`src/ctm_defines.svh`:
```
/*
  Offsets, field positions, reset values and divider counts of the compact timer.
  Assumes it is included by bare name from the top module.
*/
// Contract
// - Fine low-byte write goes to buffer; high-byte write commits high bits and buffer.
// - High-byte read returns high bits and captures low byte into buffer for later.
// - Ten-bit up-counter advances once per active tick.
// - Coarse comparator sees counter bits 9..7; fine comparator sees all ten.
// - Coarse 1..7 gives 128..896 tick periods; coarse 0 gives 1024.
// - Run rise clears and starts counter; run fall stops and keeps the count.
// - Compare mode: run rise restores pin to start level.
// - Hold freezes counter without powering down; release resumes from held value.
// - Tick select: sys/4, sys, high/16, high/64, sub, sub, ext rise, ext fall.
// - Counter auto-clears on overflow or selected comparator match, raising a request; the code raises none when a fine value of zero clears it.
// - Software cannot load the counter; only run rise or an auto-clear zeroes it.
// - Mode select: 00 compare, 01 undefined, 10 PWM, 11 timer.
// - Compare mode fine match: 00 keep, 01 low, 10 high, 11 toggle.
// - PWM action: 00 inactive, 01 active, 10 waveform, 11 undefined.
// - Requested level equal to start level gives no visible change.
// - Clear select 0: coarse match clears; coarse zero clears by overflow.
// - Two output pins, each the same waveform or its inverse.
// - Unused high-byte bits read zero; bits 1..0 hold bits 9..8.
// - Start level: initial level in compare mode, active level in PWM.
// - Invert bit flips the pin waveform except in timer and undefined modes.
// - Swap 0: coarse period, fine duty; swap 1 exchanges roles.
// - Clear select 1: fine match clears, no coarse flag; ignored in PWM.
`ifndef CTM_DEFINES_SVH
`define CTM_DEFINES_SVH

// ----------------------------------------------------------------
// Register offsets
// ----------------------------------------------------------------
`define CTM_OFS_CTRL_CLOCK_RUN 4'h0
`define CTM_OFS_CTRL_MODE_PIN  4'h1
`define CTM_OFS_COUNT_LOW      4'h2
`define CTM_OFS_COUNT_HIGH     4'h3
`define CTM_OFS_FINE_LOW       4'h4
`define CTM_OFS_FINE_HIGH      4'h5
`define CTM_OFS_MATCH_FLAGS    4'h6
`define CTM_OFS_PIN_PAIR       4'h7

// ----------------------------------------------------------------
// Field positions
// ----------------------------------------------------------------
`define CTM_C0_HOLD      7
`define CTM_C0_TICK_HI   6
`define CTM_C0_TICK_LO   4
`define CTM_C0_RUN       3
`define CTM_C0_COARSE_HI 2
`define CTM_C1_MODE_HI   7
`define CTM_C1_MODE_LO   6
`define CTM_C1_ACT_HI    5
`define CTM_C1_ACT_LO    4
`define CTM_C1_START     3
`define CTM_C1_INVERT    2
`define CTM_C1_SWAP      1
`define CTM_C1_CLRSEL    0
`define CTM_FLG_FINE     0
`define CTM_FLG_COARSE   1

// ----------------------------------------------------------------
// Reset values and counts
// ----------------------------------------------------------------
`define CTM_RST_BYTE     8'h00
`define CTM_RST_COUNT    10'h000
`define CTM_COUNT_MAX    10'h3ff
`define CTM_FULL_PERIOD  11'h400
`define CTM_SYS_DIV_LAST 2'h3
`define CTM_H16_LAST     4'hf
`define CTM_H64_LAST     6'h3f

`endif

```
`src/ctm_pkg.sv`:
```
/*
  Types shared by the compact timer: mode and tick encodings, bus request, state.
  Assumes the defines header sits beside it in src/.
*/
package ctm_pkg;

  // ----------------------------------------------------------------
  // Encodings
  // ----------------------------------------------------------------
  typedef enum logic [1:0] {
    CTM_MODE_CMP   = 2'b00,
    CTM_MODE_UNDEF = 2'b01,
    CTM_MODE_PWM   = 2'b10,
    CTM_MODE_TMR   = 2'b11
  } ctm_mode_t;

  typedef enum logic [2:0] {
    CTM_TICK_SYS4  = 3'h0,
    CTM_TICK_SYS   = 3'h1,
    CTM_TICK_H16   = 3'h2,
    CTM_TICK_H64   = 3'h3,
    CTM_TICK_SUB_A = 3'h4,
    CTM_TICK_SUB_B = 3'h5,
    CTM_TICK_RISE  = 3'h6,
    CTM_TICK_FALL  = 3'h7
  } ctm_tick_t;

  // ----------------------------------------------------------------
  // Carriers
  // ----------------------------------------------------------------
  typedef struct packed {
    logic [3:0] addr;
    logic [7:0] wdata;
    logic       wr;
    logic       rd;
  } ctm_bus_req_t;

  typedef struct packed {
    logic       wave_out_a;
    logic       wave_out_b;
    logic       fine_match_flag;
    logic       coarse_match_flag;
  } ctm_pins_t;

  typedef struct packed {
    logic [7:0] ctrl_clock_run;
    logic [7:0] ctrl_mode_pin;
    logic [1:0] pin_pair;
    logic [9:0] count;
    logic [9:0] fine;
    logic [7:0] byte_buf;
    logic [7:0] rdata;
    logic       fine_flag;
    logic       coarse_flag;
    logic       run_prev;
    logic       pin_lvl;
    logic       wave_a;
    logic       wave_b;
    logic [1:0] ext_sy;
    logic       ext_prev;
    logic [1:0] hi_sy;
    logic       hi_prev;
    logic [1:0] sub_sy;
    logic       sub_prev;
    logic [1:0] sys_div;
    logic [5:0] hi_div;
  } ctm_state_t;

endpackage

```
`src/ctm_top.sv`:
```
/*
  Compact 10-bit timer with coarse and fine comparators, compare output, timer and PWM modes.
  Assumes a byte register port on clk, and tick pins far slower than half of clk.
*/
// Design decisions made here: the placing of the registers and the plain strobed port.
`timescale 1ns/10ps
`include "ctm_defines.svh"

module ctm_top
  import ctm_pkg::*;
(
  // Clock and reset
  input  wire logic         clk,
  input  wire logic         nrst,
  // Register port
  input  wire ctm_bus_req_t bus_req,
  output logic [7:0]        bus_rdata,
  // Tick pins
  input  wire logic         ext_tick_pin,
  input  wire logic         hi_clk_pin,
  input  wire logic         sub_clk_pin,
  // Waveform pins and request flags
  output ctm_pins_t         pins
);

  // ----------------------------------------------------------------
  // Helpers
  // ----------------------------------------------------------------
  // True when the next count lands on the compare value; value 0 means overflow
  function automatic logic ctm_hit(input logic [9:0] cnt, input logic [9:0] val);
    logic [9:0] nx;
    nx = cnt + 10'h001;
    return nx == val;
  endfunction

  // Coarse value as a length in ticks; zero stands for the full range
  function automatic logic [10:0] ctm_coarse_len(input logic [2:0] c);
    return (c == 3'h0) ? `CTM_FULL_PERIOD : {1'b0, c, 7'h00};
  endfunction

  ctm_state_t st;
  ctm_state_t next_st;

  // ----------------------------------------------------------------
  // Decoded control fields
  // ----------------------------------------------------------------
  logic       hold;
  logic       run;
  logic [2:0] coarse;
  ctm_mode_t  mode;
  logic [1:0] act;
  logic       start_lvl;
  logic       invert;
  logic       swap;
  logic       clrsel;
  ctm_tick_t  tick_sel;

  assign hold      = st.ctrl_clock_run[`CTM_C0_HOLD];
  assign run       = st.ctrl_clock_run[`CTM_C0_RUN];
  assign coarse    = st.ctrl_clock_run[`CTM_C0_COARSE_HI:0];
  assign tick_sel  = ctm_tick_t'(st.ctrl_clock_run[`CTM_C0_TICK_HI:`CTM_C0_TICK_LO]);
  assign mode      = ctm_mode_t'(st.ctrl_mode_pin[`CTM_C1_MODE_HI:`CTM_C1_MODE_LO]);
  assign act       = st.ctrl_mode_pin[`CTM_C1_ACT_HI:`CTM_C1_ACT_LO];
  assign start_lvl = st.ctrl_mode_pin[`CTM_C1_START];
  assign invert    = st.ctrl_mode_pin[`CTM_C1_INVERT];
  assign swap      = st.ctrl_mode_pin[`CTM_C1_SWAP];
  assign clrsel    = st.ctrl_mode_pin[`CTM_C1_CLRSEL];

  // ----------------------------------------------------------------
  // Tick sources
  // ----------------------------------------------------------------
  logic ext_rise;
  logic ext_fall;
  logic hi_edge;
  logic sub_edge;
  logic tick;

  // Edge detectors read only the second synchroniser stage
  assign ext_rise = st.ext_sy[1] & ~st.ext_prev;
  assign ext_fall = ~st.ext_sy[1] & st.ext_prev;
  assign hi_edge  = st.hi_sy[1] & ~st.hi_prev;
  assign sub_edge = st.sub_sy[1] & ~st.sub_prev;

  // Tick source multiplexer
  always_comb begin
    unique case (tick_sel)
      CTM_TICK_SYS4:  tick = (st.sys_div == `CTM_SYS_DIV_LAST);
      CTM_TICK_SYS:   tick = 1'b1;
      CTM_TICK_H16:   tick = hi_edge & (st.hi_div[3:0] == `CTM_H16_LAST);
      CTM_TICK_H64:   tick = hi_edge & (st.hi_div == `CTM_H64_LAST);
      CTM_TICK_SUB_A: tick = sub_edge;
      CTM_TICK_SUB_B: tick = sub_edge;
      CTM_TICK_RISE:  tick = ext_rise;
      CTM_TICK_FALL:  tick = ext_fall;
    endcase
  end

  // ----------------------------------------------------------------
  // Counter and comparators
  // ----------------------------------------------------------------
  logic        run_rise;
  logic        active;
  logic [9:0]  coarse10;
  logic        coarse_hit;
  logic        fine_hit;
  logic        fine_any;
  logic        clr;
  logic        coarse_set;
  logic [10:0] duty;
  logic [10:0] period;
  logic        pwm_on;

  assign run_rise = run & ~st.run_prev;
  // Hold and off both freeze the count; a run rise overrides the tick
  assign active   = run & ~hold & tick & ~run_rise;
  assign coarse10 = {coarse, 7'h00};
  // Coarse zero lands on 0 after 3ff, so overflow counts as its match
  assign coarse_hit = active & ctm_hit(st.count, coarse10);
  assign fine_any   = active & ctm_hit(st.count, st.fine);
  // A fine value of zero is a plain overflow and raises no fine request
  assign fine_hit   = fine_any & (st.fine != 10'h000);

  // Clear condition: period comparator in PWM, clear select otherwise
  always_comb begin
    if (mode == CTM_MODE_PWM) begin
      clr = swap ? fine_any : coarse_hit;
    end else begin
      clr = clrsel ? fine_any : coarse_hit;
    end
  end

  assign coarse_set = coarse_hit & ((mode == CTM_MODE_PWM) | ~clrsel);

  // Edge-aligned PWM: active while count is under the duty length
  assign period = swap ? ((st.fine == 10'h000) ? `CTM_FULL_PERIOD : {1'b0, st.fine}) : ctm_coarse_len(coarse);
  assign duty   = swap ? ctm_coarse_len(coarse) : {1'b0, st.fine};
  // Duty at or above the period keeps the output active all period
  assign pwm_on = ({1'b0, st.count} < duty) | (duty >= period);

  // ----------------------------------------------------------------
  // Next-state logic
  // ----------------------------------------------------------------
  logic        sel_c0;
  logic        sel_c1;
  logic        sel_cl;
  logic        sel_ch;
  logic        sel_fl;
  logic        sel_fh;
  logic        sel_flg;
  logic        sel_pair;
  logic        wave;

  assign sel_c0   = (bus_req.addr == `CTM_OFS_CTRL_CLOCK_RUN);
  assign sel_c1   = (bus_req.addr == `CTM_OFS_CTRL_MODE_PIN);
  assign sel_cl   = (bus_req.addr == `CTM_OFS_COUNT_LOW);
  assign sel_ch   = (bus_req.addr == `CTM_OFS_COUNT_HIGH);
  assign sel_fl   = (bus_req.addr == `CTM_OFS_FINE_LOW);
  assign sel_fh   = (bus_req.addr == `CTM_OFS_FINE_HIGH);
  assign sel_flg  = (bus_req.addr == `CTM_OFS_MATCH_FLAGS);
  assign sel_pair = (bus_req.addr == `CTM_OFS_PIN_PAIR);

  // Timer and undefined modes hold the waveform low; the pin pair can still invert it
  assign wave = ((mode == CTM_MODE_CMP) | (mode == CTM_MODE_PWM)) ? (st.pin_lvl ^ invert) : 1'b0;

  always_comb begin
    next_st = st;

    // Synchronisers: first stage feeds only the second
    next_st.ext_sy   = {st.ext_sy[0], ext_tick_pin};
    next_st.ext_prev = st.ext_sy[1];
    next_st.hi_sy    = {st.hi_sy[0], hi_clk_pin};
    next_st.hi_prev  = st.hi_sy[1];
    next_st.sub_sy   = {st.sub_sy[0], sub_clk_pin};
    next_st.sub_prev = st.sub_sy[1];
    next_st.sys_div  = st.sys_div + 2'h1;
    next_st.hi_div   = hi_edge ? (st.hi_div + 6'h01) : st.hi_div;
    next_st.run_prev = run;

    // Counter: only a run rise or the timer's own tick changes it
    if (run_rise) begin
      next_st.count = `CTM_RST_COUNT;
    end else if (active) begin
      next_st.count = clr ? `CTM_RST_COUNT : (st.count + 10'h001);
    end

    // Sticky request flags; a set in the clearing cycle wins
    next_st.fine_flag   = fine_hit |
                          (st.fine_flag & ~(bus_req.wr & sel_flg & bus_req.wdata[`CTM_FLG_FINE]));
    next_st.coarse_flag = coarse_set |
                          (st.coarse_flag & ~(bus_req.wr & sel_flg & bus_req.wdata[`CTM_FLG_COARSE]));

    // Pin level per mode
    unique case (mode)
      CTM_MODE_CMP: begin
        if (run_rise) begin
          next_st.pin_lvl = start_lvl;
        end else if (fine_hit) begin
          unique case (act)
            2'b00: next_st.pin_lvl = st.pin_lvl;
            2'b01: next_st.pin_lvl = 1'b0;
            2'b10: next_st.pin_lvl = 1'b1;
            2'b11: next_st.pin_lvl = ~st.pin_lvl;
          endcase
        end
      end
      CTM_MODE_PWM: begin
        unique case (act)
          2'b00: next_st.pin_lvl = ~start_lvl;
          2'b01: next_st.pin_lvl = start_lvl;
          2'b10: next_st.pin_lvl = pwm_on ? start_lvl : ~start_lvl;
          2'b11: next_st.pin_lvl = st.pin_lvl;
        endcase
      end
      CTM_MODE_UNDEF: next_st.pin_lvl = st.pin_lvl;
      CTM_MODE_TMR:   next_st.pin_lvl = st.pin_lvl;
    endcase

    // Pin pair: each pin is the waveform or its inverse
    next_st.wave_a = wave ^ st.pin_pair[0];
    next_st.wave_b = wave ^ st.pin_pair[1];

    // Register writes; the count pair has no write path
    if (bus_req.wr) begin
      if (sel_c0) begin
        next_st.ctrl_clock_run = bus_req.wdata;
      end
      if (sel_c1) begin
        next_st.ctrl_mode_pin = bus_req.wdata;
      end
      if (sel_fl) begin
        next_st.byte_buf = bus_req.wdata;
      end
      if (sel_fh) begin
        next_st.fine = {bus_req.wdata[1:0], st.byte_buf};
      end
      if (sel_pair) begin
        next_st.pin_pair = bus_req.wdata[1:0];
      end
    end

    // Register reads; data stand for exactly one cycle
    next_st.rdata = 8'h00;
    if (bus_req.rd) begin
      unique case (1'b1)
        sel_c0:   next_st.rdata = st.ctrl_clock_run;
        sel_c1:   next_st.rdata = st.ctrl_mode_pin;
        sel_cl:   next_st.rdata = st.byte_buf;
        sel_ch: begin
          next_st.rdata    = {6'h00, st.count[9:8]};
          next_st.byte_buf = st.count[7:0];
        end
        sel_fl:   next_st.rdata = st.byte_buf;
        sel_fh: begin
          next_st.rdata    = {6'h00, st.fine[9:8]};
          next_st.byte_buf = st.fine[7:0];
        end
        sel_flg:  next_st.rdata = {6'h00, st.coarse_flag, st.fine_flag};
        sel_pair: next_st.rdata = {6'h00, st.pin_pair};
        default:  next_st.rdata = 8'h00;
      endcase
    end
  end

  // ----------------------------------------------------------------
  // State register
  // ----------------------------------------------------------------
  // Power-on reset clears every register and pin
  always_ff @(posedge clk or negedge nrst) begin
    if (!nrst) begin
      st <= '0;
    end else begin
      st <= next_st;
    end
  end

  assign bus_rdata              = st.rdata;
  assign pins.wave_out_a        = st.wave_a;
  assign pins.wave_out_b        = st.wave_b;
  assign pins.fine_match_flag   = st.fine_flag;
  assign pins.coarse_match_flag = st.coarse_flag;

  // ----------------------------------------------------------------
  // Checks
  // ----------------------------------------------------------------
  chk_fine_low_buffered: assert property (@(posedge clk) disable iff (!nrst)
    (bus_req.wr && sel_fl) |=> (st.fine == $past(st.fine)) && (st.byte_buf == $past(bus_req.wdata)))
    else $error("fine low write changed compare value");

  chk_fine_high_commit: assert property (@(posedge clk) disable iff (!nrst)
    (bus_req.wr && sel_fh) |=> st.fine == {$past(bus_req.wdata[1:0]), $past(st.byte_buf)})
    else $error("fine high write did not commit buffer");

  chk_count_high_capture: assert property (@(posedge clk) disable iff (!nrst)
    (bus_req.rd && sel_ch) ##1 (bus_req.rd && sel_cl) |=> st.rdata == $past(st.count[7:0], 2))
    else $error("count low read missed captured byte");

  chk_high_upper_zero: assert property (@(posedge clk) disable iff (!nrst)
    (bus_req.rd && (sel_ch || sel_fh)) |=> st.rdata[7:2] == 6'h00)
    else $error("high byte upper bits not zero");

  chk_count_step: assert property (@(posedge clk) disable iff (!nrst)
    (active && !clr) |=> st.count == 10'($past(st.count) + 10'h001))
    else $error("counter did not step by one");

  chk_run_rise_zero: assert property (@(posedge clk) disable iff (!nrst)
    $rose(run) |=> (st.count == 10'h000) ##1 (st.count <= 10'h001))
    else $error("run rise did not clear counter");

  chk_frozen_count: assert property (@(posedge clk) disable iff (!nrst)
    (hold || !run) && !run_rise |=> $stable(st.count))
    else $error("count moved while held or off");

  chk_coarse_period: assert property (@(posedge clk) disable iff (!nrst)
    (active && coarse_hit && clr) |=> st.count == 10'h000 && $past(st.count) == 10'(coarse10 - 10'h001))
    else $error("coarse period wrong");

  chk_no_coarse_flag: assert property (@(posedge clk) disable iff (!nrst)
    (mode != CTM_MODE_PWM && clrsel && !st.coarse_flag) |=> !st.coarse_flag)
    else $error("coarse flag raised with fine clear");

  chk_fine_flag_set: assert property (@(posedge clk) disable iff (!nrst)
    fine_hit |=> st.fine_flag)
    else $error("fine match flag not set");

  chk_cmp_init_level: assert property (@(posedge clk) disable iff (!nrst)
    (mode == CTM_MODE_CMP && run_rise) |=> st.pin_lvl == $past(start_lvl))
    else $error("pin not restored to start level");

  chk_pin_pair: assert property (@(posedge clk) disable iff (!nrst)
    ##1 (st.wave_a ^ st.wave_b) == ^$past(st.pin_pair))
    else $error("pin pair relation broken");

endmodule // ctm_top

```
`config.mk`:
```
export PLATFORM = sky130hd
export DESIGN_NAME = ctm_top
export DESIGN_NICKNAME = d
export VERILOG_FILES = /design/src/ctm_pkg.sv /design/src/ctm_top.sv
export VERILOG_INCLUDE_DIRS = /design/src /design/src/src
export SDC_FILE = /design/constraint.sdc
export NUM_CORES = 1
export LEC_CHECK = 0
export BUFFER_PORTS_ARGS = -buffer_cell sky130_fd_sc_hd__buf_2
export CAP_MARGIN = 0
export CORE_UTILIZATION = 61
export CTS_BUF_LIST = sky130_fd_sc_hd__clkbuf_16
export DETAILED_ROUTE_END_ITERATION = 10
export PLACE_DENSITY_LB_ADDON = 0.1
export SKIP_LAST_GASP = 1
export SLEW_MARGIN = 25
export SYNTH_ARGS = -nofsm -noshare
export SYNTH_HDL_FRONTEND = slang
export SYNTH_SLANG_ARGS = --single-unit
```
`constraint.sdc`:
```
create_clock -name clk -period 3.2 [get_ports clk]
set_input_delay 0.96 -clock clk [delete_from_list [all_inputs] [get_ports clk]]
set_output_delay 0.96 -clock clk [all_outputs]
set_load 0.01 [all_outputs]
```
==> Word level (Yosys, flattened, before mapping) <==
Cells that the tools add are included.
{ "word_totals": {"regBits": 77, "out_inout_bits": 12, "elab_cells": 133, "in_bits": 19} }
{ "classes": {"n_reduce_logical": 16, "add_sub_neg": 3, "n_mux": 23, "bitwise": 40, "magnitude_cmp": 2, "n_eq_ne": 28} }
{ "ops": {"columns": ["cell", "count"], "rows": [
  ["case mux 8 bit (7 select lines)", 1],
  ["two-way mux 11 bit", 4],
  ["two-way mux 10 bit", 3],
  ["equality test 10 bit", 2],
  ["bitwise AND 1 bit", 19],
  ["equality test 4 x 3 -> 1 bit, second input constant", 4],
  ["two-way mux 16 bit", 1],
  ["two-way mux 8 bit", 2],
  ["case mux 8 bit (2 select lines)", 1],
  ["inverter 1 bit", 13],
  ["equality test 3 bit, second input constant", 4],
  [">= comparator 11 bit", 1],
  ["less-than comparator 10 x 11 -> 1 bit", 1],
  ["adder 10 x 1 -> 10 bit, second input constant", 1],
  ["equality test 2 bit, second input constant", 5],
  ["logical NOT 10 bit", 1],
  ["nonzero test 10 bit", 1],
  ["equality test 4 x 2 -> 1 bit, second input constant", 2],
  ["AND reduction 2 bit", 4],
  ["two-way mux 1 bit", 7],
  ["case mux 1 bit (7 select lines)", 1],
  ["adder 6 x 1 -> 6 bit, second input constant", 1],
  ["equality test 3 x 2 -> 1 bit, second input constant", 2],
  ["equality test 6 bit, second input constant", 1],
  ["other kinds (17)", 30]
]} }

==> Longest topological paths before layout <==
Gate-level depths: netlist of run 1.
{ "depth": {"ltp_word": 12, "ltp_mapped": 12, "depth_no_buf": 11} }

==> Worst setup path before layout of run 1 <==
Ideal clock, no wire load.
{ "synth_timing": {"path_kind": "register to register", "start": "reg st[41] (netlist name)", "end": "reg st[19] (netlist name)", "path_buffers": 1, "synth_period_minus_slack_ns": 2.891, "setup_ns": 0.065, "slack_ns": 0.309, "required_time_ns": 3.135, "arrival_time_ns": 2.827, "stages_incl_launch_ff": 13, "cell_sequence": "dfrtp_1 > clkbuf_1 > nor4_1 > nand2_1 > nor4_1 > mux2i_1 > ha_1 > a221oi_1 > nand2_1 > or4b_2 > nand3_1 > a22oi_1 > nand2_1"} }
{ "synth_via": {"elab_chain_len": 8, "elab_cells_between_ends": 16, "classes_between": "order compare (2); eq/ne (2); mux (6); bitwise (3); reduce/logical (3)"} }
{ "synth_lines": {"columns": ["element", "line", "rtl"], "rows": [
  ["from (decl)", "ctm_top.sv:41", "ctm_state_t st;"],
  ["from (signal assigned)", "ctm_top.sv:272", "st <= next_st;"],
  ["logical NOT 10 bit", "ctm_top.sv:135", "assign period = swap ? ((st.fine == 10'h000) ? `CTM_FULL_PERIOD : {1'b0, st.fine}) : ctm_coarse_len(coarse);"],
  ["two-way mux 11 bit (2 in a row)", "ctm_top.sv:135", null],
  [">= comparator 11 bit", "ctm_top.sv:138", "assign pwm_on = ({1'b0, st.count} < duty) | (duty >= period);"],
  ["bitwise OR 1 bit", "ctm_top.sv:138", null],
  ["two-way mux 1 bit", "ctm_top.sv:210", "2'b10: next_st.pin_lvl = pwm_on ? start_lvl : ~start_lvl;"],
  ["case mux 1 bit (3 select lines)", "ctm_top.sv:207", "unique case (act)"],
  ["case mux 1 bit (2 select lines)", "ctm_top.sv:193", "unique case (mode)"]
]} }
Parallel ways exist; a longest one is shown, timed or not.
A chain may end at the register's enable or synchronous reset.

==> Worst setup path in the final report of run 1 <==
{ "layout_timing": {"start": "reg st[42] (netlist name)", "end": "reg st[19] (netlist name)"} }
The elaborated chain is that of the path after synthesis.

==> impl_metrics.json, run 1 <==
{
  "critPathCaptureType": "flip-flop",
  "crit_path_frequent_cell": "nand2_1",
  "syn_area_per_cell_sq_um": 10.2,
  "top_usage_layer": "met2",
  "p_seq_share_pct": 43.3,
  "grt_pass1_vias": 3585,
  "min_period_ns": 2.98,
  "die_width_um": 90.2,
  "crit_slowest_cell": "or4b_2",
  "synth_nets": 505,
  "grt_pass1_wl_um": 18200,
  "setup_tns_ns": 0,
  "cts_root_buf": "clkbuf_16",
  "clk_path_buf_depth": 2,
  "cp_top_family": "simple AND/OR/NAND/NOR gates",
  "core_sq_mm": 0.00737,
  "grt_overflow_total": 0,
  "max_freq_mhz": 336,
  "combPwrFrac_pct": 28.1,
  "min_path_type": "reg -> reg",
  "worst_path_largest_cell_delay_ns": 0.67,
  "maxCapViolCount": 0,
  "hpwlAfterDp_um": 7810,
  "tritoncts": "built",
  "antenna_left": 0,
  "outcome": "completed",
  "p_int_w": 0.00212,
  "post_drt_wl_per_cell_um": 18.5,
  "row_count": 31,
  "ys.flop_type": "dfrtp_1",
  "vias": 3669,
  "areaGrowthSynthToFinish_pct": 7.98,
  "viasPerCell": 6.33,
  "final-hold-violation-count": 0,
  "met2_usage_pct": 43.3,
  "gr-usage-all-layers_pct": 28.4,
  "crit_type": "reg -> reg",
  "drive_gt1_share_pct": 21.6,
  "antennaDiodeCount": 0,
  "drt_iter0_drc": 248,
  "powerDensity_mw_per_mm2": 628,
  "peakVddDrop_mv": 0.354,
  "path_buf_inv": 0,
  "crit_chain": "nor4_1 -> nand2_1 -> nor4_2 -> mux2i_1 -> ha_1 -> a221oi_1 -> nand2_1 -> or4b_2 -> nand3_1 -> a22oi_1 -> nand2_1",
  "worst_pin_slew_ns": 0.691,
  "seq_area_frac_synth_pct": 40.6,
  "synthArstFlopShare_pct": 100,
  "power_leakage_nw": 2.30,
  "ios": 31,
  "drc": 0,
  "die_h_um": 90.2,
  "cts_sinks": 77,
  "rsz0062_at_grt": "false",
  "met3_usage_pct": 3.98,
  "cts_max_level": 3,
  "met1_usage_pct": 40.6,
  "drt-total-wl_um": 10700,
  "layout_commonest_cell": "dfrtp_1",
  "place.gp.congestion": 0.932,
  "cp_max_fo": 6,
  "start_util_pct": 64.4,
  "arrival_ns": 3.25,
  "dieArea_sq_mm": 0.00814,
  "swShare_pct": 34.2,
  "setup_violations": 0,
  "mostFrequentLayoutCells": "dfrtp_1 (77), nand2_1 (43), mux2_2 (32), nor2_1 (30), buf_2 (29)",
  "synth_cells": 465,
  "max_slew_margin_pct": 54.0,
  "drt-pass1-iter-count": 5,
  "final_nets": 517,
  "clk_latency_ns": 0.33,
  "postCtsSetupBuffers": 0,
  "switching_power_w": 0.00110,
  "portBuffers": 30,
  "fin_crit_sh_pct": 93.0,
  "finalNonFillerCells": 580,
  "worst_ep_required_time_ns": 3.47,
  "synth_seq_cells": 77,
  "grt_max_degree": 78,
  "netlist_area_sq_mm": 0.00475,
  "start_kind": "flip-flop",
  "cts_made_buffers": 9,
  "ys_warn_count": 0,
  "dp_cells": 565,
  "finClkSkew_ns": 0.00718,
  "maxSlewViolCount": 0,
  "synth_cell_types": 73,
  "path_clk_slew_ns": 0.06,
  "synth_edf_count": 0,
  "grt_antenna_before_repair": 0,
  "fillerInstances": 597,
  "clkPwrFrac_pct": 28.6
}
[cell usage after synthesis, types with 9 or more instances]
master / number / area share [%]
xor2_1: 9 / 1.7
buf_4: 13 / 2.1
a21oi_1: 11 / 1.2
a22o_1: 10 / 1.8
ha_1: 21 / 5.5
mux2_2: 32 / 7.6
xnor2_1: 11 / 2.0
clkbuf_1: 9 / 0.71
nor2_1: 30 / 2.4
o21ai_0: 22 / 2.3
nand3_1: 20 / 2.1
inv_1: 12 / 0.95
dfrtp_1: 77 / 41
mux2i_1: 18 / 3.8
nand2_1: 43 / 3.4
[flip-flops by register name, summed over array words and instances (netlist names)]
signal and flops:
st 48, bus_rdata 8, next_st 7, pins 4, coarse 3, act 2
mode 2, clrsel 1, hold 1, invert 1
[routing by layer]
| layer | vias up | routed length, um |
|---|---|---|
| li1 | 1711 | - |
| met1 | 1812 | 5010 |
| met4 | 0 | 289 |
| met2 | 121 | 4830 |
| met3 | 25 | 621 |
| met5 | - | 0 |
[power by group through the flow]
stage,registers [W],logic [W],clock network (W)
after detailed placement,0.00140,0.000884,0
after global routing,0.00142,0.00101,0.000968
after floorplan,0.00130,0.000737,0
final,0.00139,0.000906,0.000920
after global placement,0.00139,0.000859,0
after CTS,0.00138,0.000896,0.000934
[cell families after synthesis]
kind of cell | share of synthesized area (%)
and+or+nand+nor | 16.4
AOI/OAI and AO/OA | 15.1
DFF | 40.6
muxes | 11.6
buffers and inverters | 5.66
xor gates and xnor gates | 5.14
adders and majority gates | 5.53
[stage by stage]
stage               worst slack, ns  area, sq um  util [%]  hold WS [ns]  power (W)
finish                        0.224         5130      69.6         0.348    0.00322
floorplan                     0.309         4750         -         0.331    0.00204
global route                  0.106         5130      69.6         0.354    0.00340
global placement              0.333         4850      65.9         0.332    0.00225
detailed placement            0.218         4850      65.9         0.336    0.00228
CTS                           0.212         5120      69.4         0.349    0.00321
[worst paths after layout]
kind | from | endpoint | slack [ns] | cells past startpoint
setup / recovery | st[42]$_DFFE_PN0P_ | st[19]$_DFFE_PN0P_ | 0.22 | 11
hold / removal | next_st[16]$_DFF_PN0_ | next_st[14]$_DFF_PN0_ | 0.35 | 0
max in group asynchronous | nrst | st[44]$_DFFE_PN0P_ | 2.07 | 1
min in group asynchronous | nrst | st[59]$_DFFE_PN0P_ | 0.63 | 1
hold reg to reg | next_st[16]$_DFF_PN0_ | next_st[14]$_DFF_PN0_ | 0.35 | 0
setup reg to reg | st[42]$_DFFE_PN0P_ | st[19]$_DFFE_PN0P_ | 0.22 | 11
[layout make-up]
cell class / count / area (sq um) / area share [%]
repair buffers: 37 / 209 / 4.08
flip-flops and latches: 77 / 1930 / 37.6
multi-input cells: 340 / 2560 / 49.9
inverters: 12 / 45.0 / 0.878
clock inverters: 6 / 38.8 / 0.756
well taps: 99 / 124 / 2.42
clock buffers: 9 / 225 / 4.39
[timing repair]
item | CTS | global route
setup endpoints to repair | 0 | 1
hold buffers | 0 | 0
endpoints found under the hold margin | 0 | 0
gates resized for setup | 0 | 1
Note: power is estimated with default switching activity, not from simulation.
==> inputs of run 2 (changes only) <==
--- a/config.mk
+++ b/config.mk
@@ -6,6 +6,7 @@
 export SDC_FILE = /design/constraint.sdc
 export NUM_CORES = 1
 export LEC_CHECK = 0
+export ABC_AREA = 1
 export BUFFER_PORTS_ARGS = -buffer_cell sky130_fd_sc_hd__buf_2
 export CAP_MARGIN = 0
 export CORE_UTILIZATION = 61
==> run 2 against run 1 <==
  * Wire length is 8.9% higher
  * Register-to-register slack better by 0.34 ns
  * Clock skew is 0.0021 ns higher
  * Sequential power hardly changed
  * Sequential cell count stayed put
  * Fmax is 13% higher
  * Critical path depth is 5 higher
  * Clock power is 5.2% higher
  * Hold slack better by 0.011 ns
  * Die area is 1.6% lower
  * Sequential share of layout area is 0.23 points higher
  * Non-clock buffer count is 6 lower
  * Largest power group unchanged
  * Highest routed layer unchanged
==> impl_metrics.json, run 2 <==
{
  "outcome": "completed",
  "core_sq_mm": 0.00733,
  "min_period_ns": 2.63,
  "reg2reg_depth": 16,
  "cts_sinks": 77,
  "grt_max_degree": 78,
  "postCtsSetupBuffers": 0,
  "portBuffers": 30,
  "fin_crit_sh_pct": 82.3,
  "cts_max_level": 3,
  "ys_warn_count": 0,
  "power_leakage_nw": 2.63,
  "vias": 4205,
  "drt_iter0_drc": 438,
  "cts_resized": 0,
  "min_path_type": "reg -> reg",
  "synth_edf_count": 0,
  "maxCapViolCount": 0,
  "drt-total-wl_um": 11700,
  "die_h_um": 89.5,
  "endpoint": "st[19]$_DFFE_PN0P_",
  "yosys.area.top_type_share_pct": 41.3,
  "worst_pin_slew_ns": 0.713,
  "mostFrequentLayoutCells": "nand2_1 (156), inv_1 (84), dfrtp_1 (77), nor2_1 (50), o21ai_0 (49)",
  "layout_setup_ws_ns": 0.565,
  "cp_max_fo": 17,
  "drt-pass1-iter-count": 5,
  "finalCoreUtilization_pct": 69.5,
  "syn_area_per_cell_sq_um": 7.59,
  "crit_type": "reg -> reg",
  "setup_tns_ns": 0,
  "die_width_um": 89.5,
  "arrival_ns": 2.87,
  "synth_cells": 615,
  "viasPerCell": 5.70,
  "path_clk_slew_ns": 0.06,
  "synth_nets": 655,
  "r2r-start": "st[62]$_DFFE_PN0P_",
  "r2r-end": "st[19]$_DFFE_PN0P_",
  "finClkSkew_ns": 0.00923,
  "clk_latency_ns": 0.34,
  "worst_ep_required_time_ns": 3.44,
  "largest_register_ffs": 48,
  "cts_made_buffers": 9,
  "dieArea_sq_mm": 0.00801,
  "final-hold-violation-count": 0,
  "synth_cell_types": 41,
  "max_freq_mhz": 380,
  "hold_buffers": 0,
  "layout_commonest_cell": "nand2_1",
  "hpwlAfterDp_um": 8700,
  "powerDensity_mw_per_mm2": 640,
  "tritoncts": "built",
  "post_drt_wl_per_cell_um": 15.9,
  "grt_pass1_vias": 3904,
  "row_count": 31,
  "start_util_pct": 63.7,
  "maxSlewViolCount": 0,
  "critPathCaptureType": "flip-flop",
  "final_nets": 674,
  "synth_most_common_cell": "nand2_1",
  "grt_overflow_total": 0,
  "gr-usage-all-layers_pct": 32.2,
  "place.gp.congestion": 0.931,
  "max_slew_margin_pct": 52.5,
  "rsz0062_at_grt": "false",
  "grt_pass1_wl_um": 18900,
  "grt_antenna_before_repair": 0,
  "peakVddDrop_mv": 0.324,
  "synthArstFlopShare_pct": 100,
  "r2r_setup_slack_ns": 0.57,
  "seq_area_frac_synth_pct": 41.3,
  "synthTopCellsByCount": "nand2_1 (156), inv_1 (84), dfrtp_1 (77), nor2_1 (50), o21ai_0 (49)",
  "ys.flop_type": "dfrtp_1",
  "clk_path_buf_depth": 2,
  "ios": 31,
  "setup_violations": 0,
  "drc": 0,
  "areaGrowthSynthToFinish_pct": 9.17,
  "cts_root_buf": "clkbuf_16",
  "synthTopCellsByArea": "dfrtp_1 (41%), nand2_1 (13%), inv_1 (6.8%)",
  "synth_top_area_cell": "dfrtp_1",
  "place_ws_ns": 0.517,
  "antenna_left": 0,
  "top_register": "st",
  "antennaDiodeCount": 0,
  "crit_path_start": "st[62]$_DFFE_PN0P_",
  "p_total_w": 0.00326,
  "start_kind": "flip-flop",
  "synth_seq_cells": 77,
  "netlist_area_sq_mm": 0.00467,
  "drive_gt1_share_pct": 12.4
}
run 2: cell count changes after synthesis, sizes merged, moves of 8 or more:
cell,previous run,this run
a21oi,11,24
nor2,30,55
o22ai,1,13
nand2b,8,0
inv,12,91
o21ai,23,51
a22o,10,1
nand2,44,166
nand3,20,45
buf,26,15
mux2,33,1
mux2i,18,0
run 2: kinds of logic after synthesis:
| logic type | count (synthesis) | share of synthesized area [%] |
|---|---|---|
| fa+ha+maj | 21 | 5.63 |
| xor+xnor | 12 | 2.57 |
| simple gates | 281 | 26.6 |
| flops | 77 | 41.3 |
| compound gates | 105 | 13.0 |
| mux | 1 | 0.241 |
| buf+inv | 118 | 10.7 |
run 2: metal layers:
layer	up-vias	global-route usage (%)	wire length, um
li1	2021	-	-
met1	2007	42.8	5290
met2	146	52.2	5420
met3	31	5.63	584
met4	0	13.7	413
met5	-	0	0
run 2: worst min path at each step:
stage	startpoint	endpoint	cells after the start
5_1_grt	next_st[10]$_DFF_PN0_	next_st[8]$_DFF_PN0_	0
4_1_cts	next_st[10]$_DFF_PN0_	next_st[8]$_DFF_PN0_	0
3_3_place_gp	next_st[16]$_DFF_PN0_	next_st[14]$_DFF_PN0_	0
2_1_floorplan	next_st[13]$_DFF_PN0_	next_st[11]$_DFF_PN0_	0
6_report	next_st[10]$_DFF_PN0_	next_st[8]$_DFF_PN0_	0
3_5_place_dp	next_st[10]$_DFF_PN0_	next_st[8]$_DFF_PN0_	0
run 2: power by group:
part	total, W	leakage (nW)	switching, W	internal [W]
registers	0.00139	0.981	0.000226	0.00117
logic	0.000903	1.51	0.000556	0.000347
clock network	0.000968	0.134	0.000434	0.000534
total	0.00326	2.63	0.00122	0.00205
run 2: final cells by class:
| cell class | count | area [sq um] |
|---|---|---|
| Timing Repair Buffer | 31 | 164 |
| Multi-Input combinational cell | 420 | 2240 |
| Inverter | 95 | 357 |
| Tap cell | 99 | 124 |
| Fill cell | 638 | 2230 |
| Clock buffer | 9 | 225 |
| Sequential cell | 77 | 1930 |
| Clock inverter | 7 | 57.6 |
run 2: worst max-delay path, stage by stage (launching register included):
cell     delay, ns
dfrtp_1       0.48
inv_1         0.38
nand2_1       0.12
o32ai_1       0.24
inv_1         0.07
ha_1          0.29
a21oi_1       0.17
o21a_1        0.14
nand2_1       0.05
nor2_1        0.13
nand3_1       0.09
nand3_1       0.09
nand2_1       0.05
nand2_1       0.05
nand2_1       0.05
nand3_1       0.08
nand2_1       0.05
run 2: stage by stage:
stage	std cells	instance area (sq um)	hold slack (ns)
2_1_floorplan	615	4670	0.331
3_3_place_gp	722	4810	0.332
3_5_place_dp	722	4810	0.341
4_1_cts	738	5090	0.358
5_1_grt	738	5100	0.359
6_report	738	5100	0.359
==> inputs of run 3 (changes only) <==
--- a/config.mk
+++ b/config.mk
@@ -6,10 +6,10 @@
 export SDC_FILE = /design/constraint.sdc
 export NUM_CORES = 1
 export LEC_CHECK = 0
-export ABC_AREA = 1
+export ABC_AREA = 0
 export BUFFER_PORTS_ARGS = -buffer_cell sky130_fd_sc_hd__buf_2
 export CAP_MARGIN = 0
-export CORE_UTILIZATION = 61
+export CORE_UTILIZATION = 55
 export CTS_BUF_LIST = sky130_fd_sc_hd__clkbuf_16
 export DETAILED_ROUTE_END_ITERATION = 10
 export PLACE_DENSITY_LB_ADDON = 0.1
==> constraint.sdc (replaced) <==
create_clock -name clk -period 2.2 [get_ports clk]
set_input_delay 0.66 -clock clk [delete_from_list [all_inputs] [get_ports clk]]
set_output_delay 0.66 -clock clk [all_outputs]
set_load 0.01 [all_outputs]
==> run 3 against run 2 <==
  * The flow now finishes with violations (negative setup slack)
  * Hold slack got worse by 0.058 ns
  * Combinational power increased by 110%
  * Sequential cell count unchanged
  * Critical path depth fell by 5
  * Wire length up 6.4%
  * Clock power rose by 47%
  * Setup slack got worse by 0.95 ns
  * Die area rose by 13%
  * First-iteration DRC count decreased by 54%
  * Final cell count fell by 10%
  * Fmax increased by 1.8%
  * Cell area rose by 16%
==> impl_metrics.json, run 3 (synthesized netlist as in run 1, its figures left out) <==
{
  "critPathCaptureType": "flip-flop",
  "reg2reg_depth": 11,
  "layout_setup_ws_ns": -0.387,
  "fillerInstances": 625,
  "antenna_left": 0,
  "grt_pass1_wl_um": 19700,
  "hpwlAfterDp_um": 9280,
  "cts_root_buf": "clkbuf_16",
  "viasPerCell": 6.06,
  "r2r_setup_slack_ns": -0.39,
  "areaGrowthSynthToFinish_pct": 24.9,
  "max_slew_margin_pct": 32.5,
  "power_leakage_nw": 2.71,
  "final_nets": 591,
  "r2r-end": "st[19]$_DFFE_PN0P_",
  "start_util_pct": 57.2,
  "mostFrequentLayoutCells": "buf_4 (76), dfrtp_1 (73), nand2_1 (42), mux2_2 (32)",
  "outcome": "finished, violations left",
  "tritoncts": "built",
  "holdWs_ns": 0.301,
  "start_kind": "flip-flop",
  "largest_register_ffs": 48,
  "drc": 0,
  "layout_commonest_cell": "buf_4",
  "grt_overflow_total": 0,
  "ios": 31,
  "crit_path_start": "st[41]$_DFFE_PN0P_",
  "min_path_type": "in -> async",
  "path_buf_inv": 0,
  "grt_max_degree": 39,
  "rsz0062_at_grt": "true",
  "cp_top_family": "simple AND/OR/NAND/NOR gates",
  "crit_slowest_cell": "or4b_4",
  "drt-total-wl_um": 12500,
  "portBuffers": 30,
  "crit_path_frequent_cell": "nand2_1",
  "clk_latency_ns": 0.34,
  "seqCellArea_sq_mm": 0.00193,
  "top_register": "st",
  "maxCapViolCount": 0,
  "violations": "negative setup slack",
  "crit_chain": "nor4_2 -> nand2_1 -> nor4_4 -> mux2i_1 -> ha_1 -> a221oi_2 -> nand2_1 -> or4b_4 -> nand3_2 -> nand3b_1 -> nand2_1",
  "worst_pin_slew_ns": 1.00,
  "post_drt_wl_per_cell_um": 18.8,
  "fin_crit_sh_pct": 118,
  "r2r-start": "st[41]$_DFFE_PN0P_",
  "powerDensity_mw_per_mm2": 889,
  "setup_violations": 1,
  "die_h_um": 94.9,
  "crit_type": "reg -> reg",
  "min_period_ns": 2.59,
  "cts_max_level": 3,
  "core_sq_mm": 0.00830,
  "worst_ep_required_time_ns": 2.48,
  "antennaDiodeCount": 0,
  "fin_area_sq_mm": 0.00593,
  "finalCoreUtilization_pct": 71.5,
  "row_count": 33,
  "dieArea_sq_mm": 0.00901,
  "path_clk_slew_ns": 0.07,
  "grt_pass1_vias": 3916,
  "drt-pass1-iter-count": 5,
  "post_dp_cell_area_sq_mm": 0.00546,
  "clk_path_buf_depth": 2,
  "cts_made_buffers": 9,
  "peakVddDrop_mv": 0.559,
  "worst_path_largest_cell_delay_ns": 0.52,
  "cts_sinks": 77,
  "vias": 4007,
  "multi_input_area_sq_mm": 0.00272,
  "grt_antenna_before_repair": 0,
  "final-hold-violation-count": 0,
  "drt_iter0_drc": 203,
  "cp_max_fo": 2,
  "arrival_ns": 2.87,
  "gr-usage-all-layers_pct": 29.3,
  "finClkSkew_ns": 0.0111,
  "maxSlewViolCount": 0,
  "place.gp.congestion": 0.958,
  "drive_gt1_share_pct": 36.9,
  "die_width_um": 94.9,
  "max_freq_mhz": 387
}
==> run 3: cell count changes in the layout (fill, tap and decap cells not counted), sizes merged, moves of 18 or more <==
| cell | before | now |
|---|---|---|
| buf | 31 | 111 |
| inv | 93 | 15 |
| mux2 | 1 | 33 |
| mux2i | 0 | 18 |
| nand2 | 166 | 44 |
| nand3 | 45 | 20 |
| nor2 | 55 | 30 |
| o21ai | 51 | 23 |
==> run 3: repair_timing <==
action,4_1_cts,5_1_grt
hold buffers,0,0
resized for setup,8,20
pin swaps,6,8
endpoints found under the setup margin,12,11
buffers inserted,3,4
==> run 3: layer usage <==
| layer | track usage [%] | wire, um | part of all wire [%] | vias up |
|---|---|---|---|---|
| met5 | 0 | 0 | 0 | - |
| met4 | 14.1 | 417 | 3.3 | 0 |
| met3 | 4.51 | 535 | 4.3 | 36 |
| met2 | 47.1 | 5970 | 48 | 122 |
| met1 | 38.3 | 5530 | 44 | 1986 |
| li1 | - | - | - | 1863 |
==> run 3: power breakdown <==
group | internal, W | switching, W | leakage [nW]
clock network | 0.000780 | 0.000639 | 0.134
logic | 0.000986 | 0.000921 | 1.60
registers | 0.00168 | 0.000268 | 0.977
==> run 3: cell type report <==
class	instances	area share (%)
clock inverter	7	0.970
multi-input combinational	340	45.9
inverter	12	0.759
sequential	77	32.6
clock buffer	9	3.80
tap	105	2.21
timing repair buffer	111	13.8
==> run 3: worst reg2reg max path, delay by kind of cell (launching register included) <==
kind / cells / cell delay [ns]
AOI/OAI and AO/OA: 1 / 0.25
adders and majority gates: 1 / 0.31
DFF: 1 / 0.38
muxes: 1 / 0.12
and+or+nand+nor: 8 / 1.46
==> run 3: worst max-delay path by stage <==
stage	endpoint	cells after the start
floorplan	st[19]$_DFFE_PN0P_	11
global placement	st[19]$_DFFE_PN0P_	11
detailed placement	st[19]$_DFFE_PN0P_	11
CTS	st[19]$_DFFE_PN0P_	11
global route	st[19]$_DFFE_PN0P_	11
finish	st[19]$_DFFE_PN0P_	11
==> run 3: metrics by stage <==
step                setup slack (ns)  std cells  total power (W)  TNS [ns]
floorplan                     -0.370        465          0.00301    -0.370
global placement              -0.436        638          0.00365     -1.24
detailed placement            -0.496        638          0.00370     -1.44
CTS                           -0.393        657          0.00517    -0.393
global route                  -0.574        661          0.00553    -0.803
finish                        -0.387        661          0.00528    -0.387
